## src/hw/csrp_pkg.sv

```systemverilog
package csrp_pkg;
  typedef enum logic [4:0] {
    OP_NOP, OP_LST, OP_STATUS1_LOAD_INSTR, OP_AUX_POINTER_LOAD_INSTR, OP_MAR, OP_LDP, OP_PAGE_LOAD_IMM_INSTR,
    OP_SC, OP_RC, OP_BLOCK_TO_DATA_INSTR, OP_BLOCK_TO_PROG_INSTR, OP_CFG_MODE_LOAD_INSTR, OP_SERIAL_WIDTH_INSTR, OP_INT_DISABLE_INSTR,
    OP_INT_ENABLE_INSTR, OP_SATURATE_ON_INSTR, OP_SATURATE_OFF_INSTR, OP_SPM, OP_SSXM, OP_RSXM, OP_STXM,
    OP_RTXM, OP_SXF, OP_RXF, OP_BC, OP_BNC, OP_BV, OP_BNV,
    OP_BTC, OP_BNTC, OP_TXWR
  } csrp_op_e;

  localparam int W0_ARP_LO = 13;
  localparam int W0_OV = 12;
  localparam int W0_OVM = 11;
  localparam int W0_RSV = 10;
  localparam int W0_GLOBAL_INT_MASK = 9;
  localparam int W0_DP_LO = 0;
  localparam int W1_ARB_LO = 13;
  localparam int W1_CNF = 12;
  localparam int W1_TC = 11;
  localparam int W1_SXM = 10;
  localparam int W1_C = 9;
  localparam int W1_RSV = 8;
  localparam int W1_RAM_CFG_BIT_HIGH = 7;
  localparam int W1_HM = 6;
  localparam int W1_FSM = 5;
  localparam int W1_XF = 4;
  localparam int W1_FO = 3;
  localparam int W1_TXM = 2;
  localparam int W1_PM_LO = 0;
  localparam int DIR_OFS_W = 7;

  localparam logic RST_OV = 1'b0;
  localparam logic RST_XF = 1'b1;
  localparam logic RST_FO = 1'b0;
  localparam logic RST_TXM = 1'b0;
  localparam logic RST_CNF = 1'b0;
  localparam logic RST_SXM = 1'b1;
  localparam logic RST_HM = 1'b1;
  localparam logic RST_C = 1'b1;
  localparam logic RST_FSM = 1'b1;
  localparam logic RST_GLOBAL_INT_MASK = 1'b1;
  localparam logic [1:0] RST_PM = 2'h0;
  localparam logic [2:0] RST_PTR = 3'h0;
  localparam logic [8:0] RST_DP = 9'h000;
  localparam logic RST_OVM = 1'b0;
  localparam logic RST_TC = 1'b0;

  localparam logic [1:0] PM_NONE = 2'h0;
  localparam logic [1:0] PM_LEFT1 = 2'h1;
  localparam logic [1:0] PM_LEFT4 = 2'h2;
  localparam logic [1:0] PM_RIGHT6 = 2'h3;
endpackage

```

## src/hw/csrp_status_pair.sv

```systemverilog
`timescale 1ns/1ps
module csrp_status_pair #(
  parameter bit FOUR_MODE = 1'b0
) (
  input wire logic clock_in,
  input wire logic rst_n_in,
  input wire logic op_valid_in,
  input wire csrp_pkg::csrp_op_e op_code_in,
  input wire logic [15:0] op_data_in,
  input wire logic ind_arp_we_in,
  input wire logic [2:0] ind_arp_in,
  input wire logic alu_add_in,
  input wire logic alu_sub_in,
  input wire logic alu_high_in,
  input wire logic alu_carry_in,
  input wire logic shift_c_we_in,
  input wire logic shift_c_in,
  input wire logic alu_ovf_in,
  input wire logic tc_we_in,
  input wire logic tc_in,
  input wire logic int_ack_in,
  input wire logic unsigned_op_in,
  input wire logic [6:0] dir_offset_in,
  input wire logic [31:0] product_in,
  output logic [15:0] status_word_zero_out,
  output logic [15:0] status_word_one_out,
  output logic [15:0] direct_addr_out,
  output logic [31:0] product_alu_out,
  output logic sign_ext_en_out,
  output logic branch_take_out,
  output logic general_output_pin_out,
  output logic tx_frame_sync_pin_out,
  output logic tx_frame_sync_pin_oe_out,
  output logic [1:0] ram_cfg_out
);
  import csrp_pkg::*;

  logic [2:0] arp_q, arp_d, arb_q, arb_d;
  logic [8:0] dp_q, dp_d;
  logic ov_q, ov_d, ovm_q, ovm_d, global_int_mask_q, global_int_mask_d;
  logic cnf_q, cnf_d, ram_cfg_bit_high_q, ram_cfg_bit_high_d, tc_q, tc_d;
  logic sxm_q, sxm_d, c_q, c_d, hm_q, hm_d, fsm_q, fsm_d;
  logic xf_q, xf_d, fo_q, fo_d, txm_q, txm_d;
  logic [1:0] pm_q, pm_d;
  logic br_q, br_d, fsx_q, fsx_d;
  logic [15:0] addr_q;
  logic [31:0] prod_q, prod_d;
  logic ext_q;
  logic [15:0] w0_q, w0_d, w1_q, w1_d;

  // Word images of the reset state; a change to a bit's reset value carries over
  localparam logic [15:0] RST_W0 = {RST_PTR, RST_OV, RST_OVM, 1'b1, RST_GLOBAL_INT_MASK, RST_DP};
  localparam logic [15:0] RST_W1 = {RST_PTR, RST_CNF, RST_TC, RST_SXM, RST_C, 1'b1,
    FOUR_MODE ? RST_CNF : 1'b1, RST_HM, RST_FSM, RST_XF, RST_FO, RST_TXM, RST_PM};

  // Page and offset must fill the direct address exactly
  if (DIR_OFS_W + 9 != 16) begin : g_addr_fit
    $error("direct address split does not fill sixteen bits");
  end

  wire op_lst = op_valid_in && op_code_in == OP_LST;
  wire op_status1_load_instr = op_valid_in && op_code_in == OP_STATUS1_LOAD_INSTR;
  wire [15:0] w0_in = op_data_in;
  wire [15:0] w1_in = op_data_in;
  // Pointer load by the two pointer-load instructions only; indirect update and word-one restore load it apart
  wire op_ptr = op_valid_in && (op_code_in == OP_AUX_POINTER_LOAD_INSTR || op_code_in == OP_MAR);
  wire arp_push = op_ptr || ind_arp_we_in;
  wire [2:0] arp_new = op_ptr ? op_data_in[2:0] : ind_arp_in;

  function automatic logic is_op(input csrp_op_e code);
    is_op = op_valid_in && op_code_in == code;
  endfunction

  always_comb begin
    arp_d = arp_q;
    arb_d = arb_q;
    dp_d = dp_q;
    ov_d = ov_q;
    ovm_d = ovm_q;
    global_int_mask_d = global_int_mask_q;
    cnf_d = cnf_q;
    ram_cfg_bit_high_d = ram_cfg_bit_high_q;
    tc_d = tc_q;
    sxm_d = sxm_q;
    c_d = c_q;
    hm_d = hm_q;
    fsm_d = fsm_q;
    xf_d = xf_q;
    fo_d = fo_q;
    txm_d = txm_q;
    pm_d = pm_q;
    if (arp_push) begin
      arb_d = arp_q;
      arp_d = arp_new;
    end
    if (op_lst) begin
      // Mask bit deliberately skipped here
      arp_d = w0_in[W0_ARP_LO +: 3];
      ov_d = w0_in[W0_OV];
      ovm_d = w0_in[W0_OVM];
      dp_d = w0_in[W0_DP_LO +: 9];
    end
    if (op_status1_load_instr) begin
      arb_d = w1_in[W1_ARB_LO +: 3];
      arp_d = w1_in[W1_ARB_LO +: 3];
      cnf_d = w1_in[W1_CNF];
      tc_d = w1_in[W1_TC];
      sxm_d = w1_in[W1_SXM];
      c_d = w1_in[W1_C];
      if (FOUR_MODE) begin
        ram_cfg_bit_high_d = w1_in[W1_RAM_CFG_BIT_HIGH];
      end
      hm_d = w1_in[W1_HM];
      fsm_d = w1_in[W1_FSM];
      xf_d = w1_in[W1_XF];
      fo_d = w1_in[W1_FO];
      txm_d = w1_in[W1_TXM];
      pm_d = w1_in[W1_PM_LO +: 2];
    end
    if (is_op(OP_LDP) || is_op(OP_PAGE_LOAD_IMM_INSTR)) begin
      dp_d = op_data_in[8:0];
    end
    if (is_op(OP_SC)) begin
      c_d = 1'b1;
    end
    if (is_op(OP_RC)) begin
      c_d = 1'b0;
    end
    if (shift_c_we_in) begin
      c_d = shift_c_in;
    end
    // Carry input is carry-out on add and not-borrow on subtract
    if (alu_add_in) begin
      c_d = alu_high_in ? (c_q | alu_carry_in) : alu_carry_in;
    end
    if (alu_sub_in) begin
      c_d = alu_high_in ? (c_q & alu_carry_in) : alu_carry_in;
    end
    if (is_op(OP_BLOCK_TO_DATA_INSTR)) begin
      cnf_d = 1'b0;
    end
    if (is_op(OP_BLOCK_TO_PROG_INSTR)) begin
      cnf_d = 1'b1;
    end
    if (FOUR_MODE && is_op(OP_CFG_MODE_LOAD_INSTR)) begin
      cnf_d = op_data_in[0];
      ram_cfg_bit_high_d = op_data_in[1];
    end
    if (is_op(OP_SERIAL_WIDTH_INSTR)) begin
      fo_d = op_data_in[0];
    end
    if (is_op(OP_INT_ENABLE_INSTR)) begin
      global_int_mask_d = 1'b0;
    end
    if (is_op(OP_INT_DISABLE_INSTR) || int_ack_in) begin
      global_int_mask_d = 1'b1;
    end
    if (is_op(OP_SATURATE_ON_INSTR)) begin
      ovm_d = 1'b1;
    end
    if (is_op(OP_SATURATE_OFF_INSTR)) begin
      ovm_d = 1'b0;
    end
    if (is_op(OP_SPM)) begin
      pm_d = op_data_in[1:0];
    end
    if (is_op(OP_SSXM)) begin
      sxm_d = 1'b1;
    end
    if (is_op(OP_RSXM)) begin
      sxm_d = 1'b0;
    end
    if (is_op(OP_STXM)) begin
      txm_d = 1'b1;
    end
    if (is_op(OP_RTXM)) begin
      txm_d = 1'b0;
    end
    if (is_op(OP_SXF)) begin
      xf_d = 1'b1;
    end
    if (is_op(OP_RXF)) begin
      xf_d = 1'b0;
    end
    if (tc_we_in) begin
      tc_d = tc_in;
    end
    if (is_op(OP_BV) || is_op(OP_BNV)) begin
      ov_d = 1'b0;
    end
    // A fresh overflow beats any clear in the same cycle
    if (alu_ovf_in) begin
      ov_d = 1'b1;
    end
  end

  // Branch decision uses the flags before this cycle's update
  always_comb begin
    case (op_code_in)
      OP_BC: br_d = op_valid_in && c_q;
      OP_BNC: br_d = op_valid_in && !c_q;
      OP_BV: br_d = op_valid_in && ov_q;
      OP_BNV: br_d = op_valid_in && !ov_q;
      OP_BTC: br_d = op_valid_in && tc_q;
      OP_BNTC: br_d = op_valid_in && !tc_q;
      default: br_d = 1'b0;
    endcase
  end

  assign fsx_d = is_op(OP_TXWR) && txm_q;

  always_comb begin
    case (pm_q)
      PM_LEFT1: prod_d = {product_in[30:0], 1'b0};
      PM_LEFT4: prod_d = {product_in[27:0], 4'h0};
      PM_RIGHT6: prod_d = {{6{product_in[31]}}, product_in[31:6]};
      default: prod_d = product_in;
    endcase
  end

  // Bits with no documented reset value still start at zero here
  always_ff @(posedge clock_in) begin
    if (!rst_n_in) begin
      arp_q <= RST_PTR;
      arb_q <= RST_PTR;
      dp_q <= RST_DP;
    end else begin
      arp_q <= arp_d;
      arb_q <= arb_d;
      dp_q <= dp_d;
    end
  end

  always_ff @(posedge clock_in) begin
    if (!rst_n_in) begin
      ovm_q <= RST_OVM;
      tc_q <= RST_TC;
      ov_q <= RST_OV;
      global_int_mask_q <= RST_GLOBAL_INT_MASK;
    end else begin
      ovm_q <= ovm_d;
      tc_q <= tc_d;
      ov_q <= ov_d;
      global_int_mask_q <= global_int_mask_d;
    end
  end

  // Carry and sign extension leave reset set, with all RAM blocks in data space
  always_ff @(posedge clock_in) begin
    if (!rst_n_in) begin
      cnf_q <= RST_CNF;
      ram_cfg_bit_high_q <= RST_CNF;
      sxm_q <= RST_SXM;
      c_q <= RST_C;
    end else begin
      cnf_q <= cnf_d;
      ram_cfg_bit_high_q <= ram_cfg_bit_high_d;
      sxm_q <= sxm_d;
      c_q <= c_d;
    end
  end

  // Serial, hold and flag modes: framed, halting, flag pin high, transmit frame pin an input
  always_ff @(posedge clock_in) begin
    if (!rst_n_in) begin
      hm_q <= RST_HM;
      fsm_q <= RST_FSM;
      xf_q <= RST_XF;
      fo_q <= RST_FO;
      txm_q <= RST_TXM;
      pm_q <= RST_PM;
    end else begin
      hm_q <= hm_d;
      fsm_q <= fsm_d;
      xf_q <= xf_d;
      fo_q <= fo_d;
      txm_q <= txm_d;
      pm_q <= pm_d;
    end
  end

  always_ff @(posedge clock_in) begin
    if (!rst_n_in) begin
      br_q <= 1'b0;
      fsx_q <= 1'b0;
      addr_q <= 16'h0000;
      prod_q <= 32'h0000_0000;
      ext_q <= 1'b0;
    end else begin
      br_q <= br_d;
      fsx_q <= fsx_d;
      addr_q <= {dp_q, dir_offset_in};
      prod_q <= prod_d;
      ext_q <= sxm_q && !unsigned_op_in;
    end
  end

  // Reserved positions are constant ones, so a store always shows them set
  // Built from next-state bits so the registered words never lag the flags they show
  always_comb begin
    w0_d = 16'h0000;
    w0_d[W0_ARP_LO +: 3] = arp_d;
    w0_d[W0_OV] = ov_d;
    w0_d[W0_OVM] = ovm_d;
    w0_d[W0_RSV] = 1'b1;
    w0_d[W0_GLOBAL_INT_MASK] = global_int_mask_d;
    w0_d[W0_DP_LO +: 9] = dp_d;
    w1_d = 16'h0000;
    w1_d[W1_ARB_LO +: 3] = arb_d;
    w1_d[W1_CNF] = cnf_d;
    w1_d[W1_TC] = tc_d;
    w1_d[W1_SXM] = sxm_d;
    w1_d[W1_C] = c_d;
    w1_d[W1_RSV] = 1'b1;
    w1_d[W1_RAM_CFG_BIT_HIGH] = FOUR_MODE ? ram_cfg_bit_high_d : 1'b1;
    w1_d[W1_HM] = hm_d;
    w1_d[W1_FSM] = fsm_d;
    w1_d[W1_XF] = xf_d;
    w1_d[W1_FO] = fo_d;
    w1_d[W1_TXM] = txm_d;
    w1_d[W1_PM_LO +: 2] = pm_d;
  end

  always_ff @(posedge clock_in) begin
    if (!rst_n_in) begin
      w0_q <= RST_W0;
      w1_q <= RST_W1;
    end else begin
      w0_q <= w0_d;
      w1_q <= w1_d;
    end
  end

  // Every output is a flop; the words have their own register pair
  assign status_word_zero_out = w0_q;
  assign status_word_one_out = w1_q;
  assign direct_addr_out = addr_q;
  assign product_alu_out = prod_q;
  assign sign_ext_en_out = ext_q;
  assign branch_take_out = br_q;
  assign general_output_pin_out = xf_q;
  assign tx_frame_sync_pin_out = fsx_q;
  assign tx_frame_sync_pin_oe_out = txm_q;
  assign ram_cfg_out = {ram_cfg_bit_high_q, cnf_q};
endmodule

```

## config.mk

```make
export PLATFORM = sky130hd
export DESIGN_NAME = csrp_status_pair
export DESIGN_NICKNAME = d
export VERILOG_FILES = /design/src/hw/csrp_pkg.sv /design/src/hw/csrp_status_pair.sv
export SDC_FILE = /design/constraint.sdc
export NUM_CORES = 1
export LEC_CHECK = 0
export ABC_AREA = 1
export BUFFER_PORTS_ARGS = -buffer_cell sky130_fd_sc_hd__buf_4
export CAP_MARGIN = 15
export CORE_MARGIN = 1
export CORE_UTILIZATION = 43
export DETAILED_ROUTE_END_ITERATION = 7
export PLACE_DENSITY = 0.85
export SYNTH_ARGS = -nofsm -noshare
export SYNTH_HDL_FRONTEND = slang
export SYNTH_SLANG_ARGS = --single-unit
```

## constraint.sdc

```tcl
create_clock -name clock_in -period 1.5 [get_ports clock_in]
set_clock_uncertainty 0.2 [all_clocks]
set_input_delay 0.45 -clock clock_in [delete_from_list [all_inputs] [get_ports clock_in]]
set_output_delay 0.45 -clock clock_in [all_outputs]
set_load 0.01 [all_outputs]
```

---- Yosys cells after proc, flatten, opt, wreduce, memory -nomap -nowiden ----
Index checks and enable logic that the tools add are counted.
operators by class
  div/mod/pow operators ................... 0
  multipliers ............................. 0
  reductions and logical operators ........ 41
  eq/ne operators ......................... 32
  $add $sub $neg .......................... 0
  mux-type cells .......................... 46
  shifts and indexed selects .............. 0
  bitwise logic cells ..................... 2
  magnitude comparators ................... 0
operators with widths
  operator                                                         number
  32-bit case mux with 3 select lines                              1
  5-bit == test, second input constant                             15
  5-bit by 4-bit == test with 1-bit output, second input constant  7
  1-bit 2-to-1 mux                                                 34
  1-bit logical AND                                                32
  5-bit by 3-bit == test with 1-bit output, second input constant  4
  3-bit 2-to-1 mux                                                 6
  9-bit 2-to-1 mux                                                 2
  5-bit by 2-bit == test with 1-bit output, second input constant  2
  1-bit case mux with 6 select lines                               1
  5-bit by 1-bit == test with 1-bit output, second input constant  1
  1-bit logical OR                                                 5
  2-bit == test, second input constant                             2
  1-bit zero test                                                  4
  2-bit 2-to-1 mux                                                 2
  2-bit by 1-bit == test with 1-bit output, second input constant  1
  1-bit bitwise AND                                                1
  1-bit bitwise OR                                                 1
storage, ports and cells
  output and inout port bits .............. 87
  bits in latches ......................... 0
  logic and storage cells ................. 146
  bits in registers ....................... 112
  memories kept ........................... 0
  bits in read-only memories .............. 0
  RAM bits ................................ 0
  bits of input ports ..................... 78

---- Logic depth before layout (Yosys ltp) ----
  depth after elaboration ................. 8
  depth in mapped cells ................... 11
  depth with buffers taken out ............ 11

---- Worst setup path before layout ----
No wires, ideal clock.
  path kind ............................... input-to-reg
  start point ............................. input op_code_in[4]
  end point ............................... register w1_q[10] (netlist: status_word_one_out[10])
  setup slack ............................. -122 ps
  library setup time ...................... 115 ps
  path buffers ............................ 1
  stages .................................. 9
  required time ........................... 1185 ps
  arrival ................................. 1306 ps
  path through ............................ inv_1 -> nand2_2 -> inv_4 -> nand3_2 -> buf_6 -> nand2_1 -> o211ai_1 -> o22ai_1 -> inv_1
between the ends
  word-level cells in the longest chain between the ends .. 5
  elaborated cells between the ends (all ways) .. 9
  those cells by class .................... eq/ne (3); mux (3); reduce/logical (3)
RTL lines
  what                                      RTL line                 source
  start: declaration                        csrp_status_pair.sv:8    input wire csrp_pkg::csrp_op_e op_code_in,
  5-bit by 2-bit == test with 1-bit output  csrp_status_pair.sv:62   wire op_status1_load_instr = op_valid_in && op_code_in == OP_STATUS1_LOAD_INSTR;
  1-bit logical AND                         csrp_status_pair.sv:62
  1-bit 2-to-1 mux                          csrp_status_pair.sv:103  if (op_status1_load_instr) begin
  1-bit 2-to-1 mux                          csrp_status_pair.sv:167  if (is_op(OP_SSXM)) begin
  1-bit 2-to-1 mux (*)                      csrp_status_pair.sv:170  if (is_op(OP_RSXM)) begin
  end signal: assignment                    csrp_status_pair.sv:330  w1_q <= w1_d;
  end: declaration                          csrp_status_pair.sv:49   logic [15:0] w0_q, w0_d, w1_q, w1_d;
Mark *: on every way between the ends. The rest lies on a longest branch, timed or not.
A chain may end at the register's enable or synchronous reset.

---- Worst setup path after layout ----
  start point ............................. register w1_q[1] (netlist: status_word_one_out[1])
  end point ............................... output status_word_one_out[1]
RTL lines
  what              RTL line                source
  end: declaration  csrp_status_pair.sv:26  output logic [15:0] status_word_one_out,
No word-level cell between the ends.

==> results by group <==
Status
  – Status: finished, violations left
  – Failing checks: setup timing

Clocking
  – Max Root-Sink Buffers: 2
  – Htree depth: 3
  – CTS sink count: 80
  – CTS root buf: clkbuf_8
  – Clk slew on worst S/H paths: 90 ps
  – Later-pin clock latency in the skew report: 350 ps
  – CTS tree: done
  – Cts bufs inserted: 9

Worst setup path
  – Worst path slowest cell: dfxtp_4
  – Crit-path most repeated cell: buf_6
  – CP Data Required Time: approximately 850 ps
  – Critical Path AT: just over 900 ps
  – Crit end category: output port
  – Worst path cell trace: buf_6 > buf_6
  – Critical path class: reg -> out
  – Max Fanout on Critical Path: 2
  – Crit path launch type: flop
  – Crit path buf inv count: 2
  – CP top delay family: flip-flops
  – CP peak stage delay: 360 ps

Die
  – Die area: around 0.009 mm²
  – Ports: 165
  – Die width: 95.01 µm
  – Initial core utilization: 0.4482
  – Core area: 0.008299 mm²
  – # rows: 33
  – Die Ht: between 90 and 100 µm

STA
  – RSZ-0062 raised after global routing: yes
  – Final setup viols: 7
  – Final Hold Viols: 0
  – Final period util: 1.053
  – Slew Viols, Final: 0
  – Worst setup margin: -79.60 ps
  – Peak Freq: 633.1 MHz
  – Min Clock Period, post-route: 1580 ps
  – Setup TNS: -221.8 ps

Global route
  – Met2 Usage GRT: 0.4520
  – All-Layer GR Usage: 0.2540
  – GR Layer Usage met3: 0.05502
  – GR peak layer: met2
  – GR Util met1: 0.2895
  – Pin count of the biggest net entering global routing: 54
  – Total gr overflow: 0
  – Vias in the first global route: 4,000
  – Initial antenna violation count: 0
  – First-pass GRT wire length: 18,000 µm

Synth
  – Register bit total from synthesis: 80
  – Top FF cell, synth: dfxtp_1
  – Mapped Cells: 515
  – Yosys warns: 0
  – Mean post-synth cell area: 7.223 µm²
  – Unique masters post-synth: 36
  – Post-synthesis sequential area ratio: 0.4305
  – Ys async rst share: 0
  – Synthesized cell area: 0.003720 mm²
  – Number of flops mapped to enable cells by yosys: 0

Job
  – Max-cap viol count: 0

Finish
  – Final std cells w/o fill: 817
  – Final net count: 785
  – Commonest non-fill, non-tap cell in the layout: buf_4
  – Area growth from synthesis to layout: 56.74%
  – Most frequent cells in the layout: 178 x buf_4, 118 x nand2_1, 57 x inv_1
  – Antenna diode count: 0
  – Fraction of layout cells with a size suffix above 1: 0.4326
  – Fill count: 607

Placement
  – Placed cells: 791
  – PortBufs: 160
  – Post-DP HPWL: ~8800 µm
  – Post-Place Setup Slack: -265.3 ps
  – RD Place Congestion: 0.9416

Detailed routing
  – Vias per cell: 5.273
  – Drt first-iter violations: 245
  – Drc violations: 0
  – Final ANT Viol Nets: 0
  – WL per Instance: ~15 µm
  – Vias: 4,308
  – Drt first pass iters: 6
  – Total Wirelength: 11,870 µm

Power and ir drop
  – Pwr Total: 4.823 mW
  – Pwr Density: between 800 and 900 mW/mm²
  – Max rail drop VDD: approximately 0.73 mV
  – LEAKAGE: 2.934 nW

Min path
  – Hold Crit Class: in -> reg
worst reg2reg max path: cells and delay by family (launching register included):
kind            cells  cell delay, ps
buf+inv             3             360
simple gates        2             130
compound gates      2             340
flops               1             360
flip-flops by register name, summed over array words and instances (netlist names):
register / count
status_word_one_out: 10
sign_ext_en_out: 1
arp_q: 3
arb_q: 3
branch_take_out: 1
direct_addr_out: 16
dp_q: 8
tx_frame_sync_pin_out: 1
pm_q: 1
status_word_zero_out: 4
product_alu_out: 32
metrics by stage:
step	hold slack, ps	utilization	instance area [µm²]
after global placement	233.1	0.6297	5226
after global routing	26.86	0.7025	5831
final	43.98	0.7025	5831
after floorplan	230.9	-	3754
after detailed placement	239.8	0.6297	5226
after CTS	29.59	0.6664	5530
repair_timing:
item | CTS | global route
hold buffers | 0 | 0
setup buffers | 4 | 5
setup endpoints to repair | 26 | 58
resized for setup | 35 | 65
hold endpoints to repair | 0 | 0
pin swaps | 0 | 7
cloned | 0 | 1
logic make-up (layout without fill, tap and decap cells):
| group | count (synthesis) | count (layout) | synth area share |
|---|---|---|---|
| simple gates | 200 | 200 | 0.2284 |
| other cells | 2 | 4 | 0.002019 |
| flops | 80 | 80 | 0.4305 |
| compound gates | 128 | 128 | 0.2045 |
| buf+inv | 105 | 300 | 0.1345 |
power by group:
group | internal [mW] | switching, mW | total [mW]
sequential | 2.22 | 0.0480 | 2.27
clock | 0.787 | 0.837 | 1.62
combinational | 0.464 | 0.463 | 0.927
total | 3.47 | 1.35 | 4.82
synthesized netlist by cell type, types with 3 or more instances:
| master | instances | area (µm²) |
|---|---|---|
| buf_4 | 19 | 142.6 |
| o211ai_1 | 3 | 22.52 |
| o22ai_1 | 8 | 50.05 |
| buf_6 | 3 | 33.78 |
| o21ai_1 | 3 | 15.01 |
| o21ai_0 | 40 | 200.2 |
| nand2_2 | 4 | 25.02 |
| o221ai_1 | 3 | 26.28 |
| nand2_1 | 121 | 454.2 |
| a21oi_1 | 39 | 195.2 |
| nor2_1 | 44 | 165.2 |
| inv_1 | 64 | 240.2 |
| nand2_4 | 4 | 45.04 |
| dfxtp_1 | 80 | 1602 |
| nand3_1 | 19 | 95.09 |
| nor2_2 | 3 | 18.77 |
| buf_2 | 8 | 40.04 |
| a221oi_1 | 11 | 96.34 |
| clkbuf_1 | 6 | 22.52 |
| a31oi_1 | 13 | 81.33 |
final cells by class:
type                       instances  area, µm²  area share
timing repair buffer             216       1804      0.3094
multi-input combinational        332       1765      0.3028
sequential                        80       1654      0.2837
inverter                          68      272.8     0.04678
tap                              105      131.4     0.02253
clock buffer                       9      123.9     0.02124
clock inverter                     7      78.83     0.01352
layer usage:
layer | vias up | share of wire
li1 | 2049 | -
met1 | 1937 | 0.38
met2 | 274 | 0.51
met3 | 48 | 0.084
met4 | 0 | 0.029
met5 | - | 0
path summary, 6_finish.rpt:
| check | start | endpoint | slack, ps | cells after the start |
|---|---|---|---|---|
| hold reg to reg | dp_q[7]$_SDFFE_PN0P_ | direct_addr_out[14]$_SDFF_PN0_ | 250 | 2 |
| setup reg to reg | pm_q[0]$_SDFFE_PN0P_ | product_alu_out[18]$_SDFF_PN0_ | -20 | 7 |
| setup / recovery | status_word_one_out[1]$_SDFFE_PN0P_ | status_word_one_out[1] | -80 | 2 |
| hold / removal | unsigned_op_in | sign_ext_en_out$_SDFF_PN0_ | 40 | 2 |
Note: power is estimated with default switching activity, not from simulation.
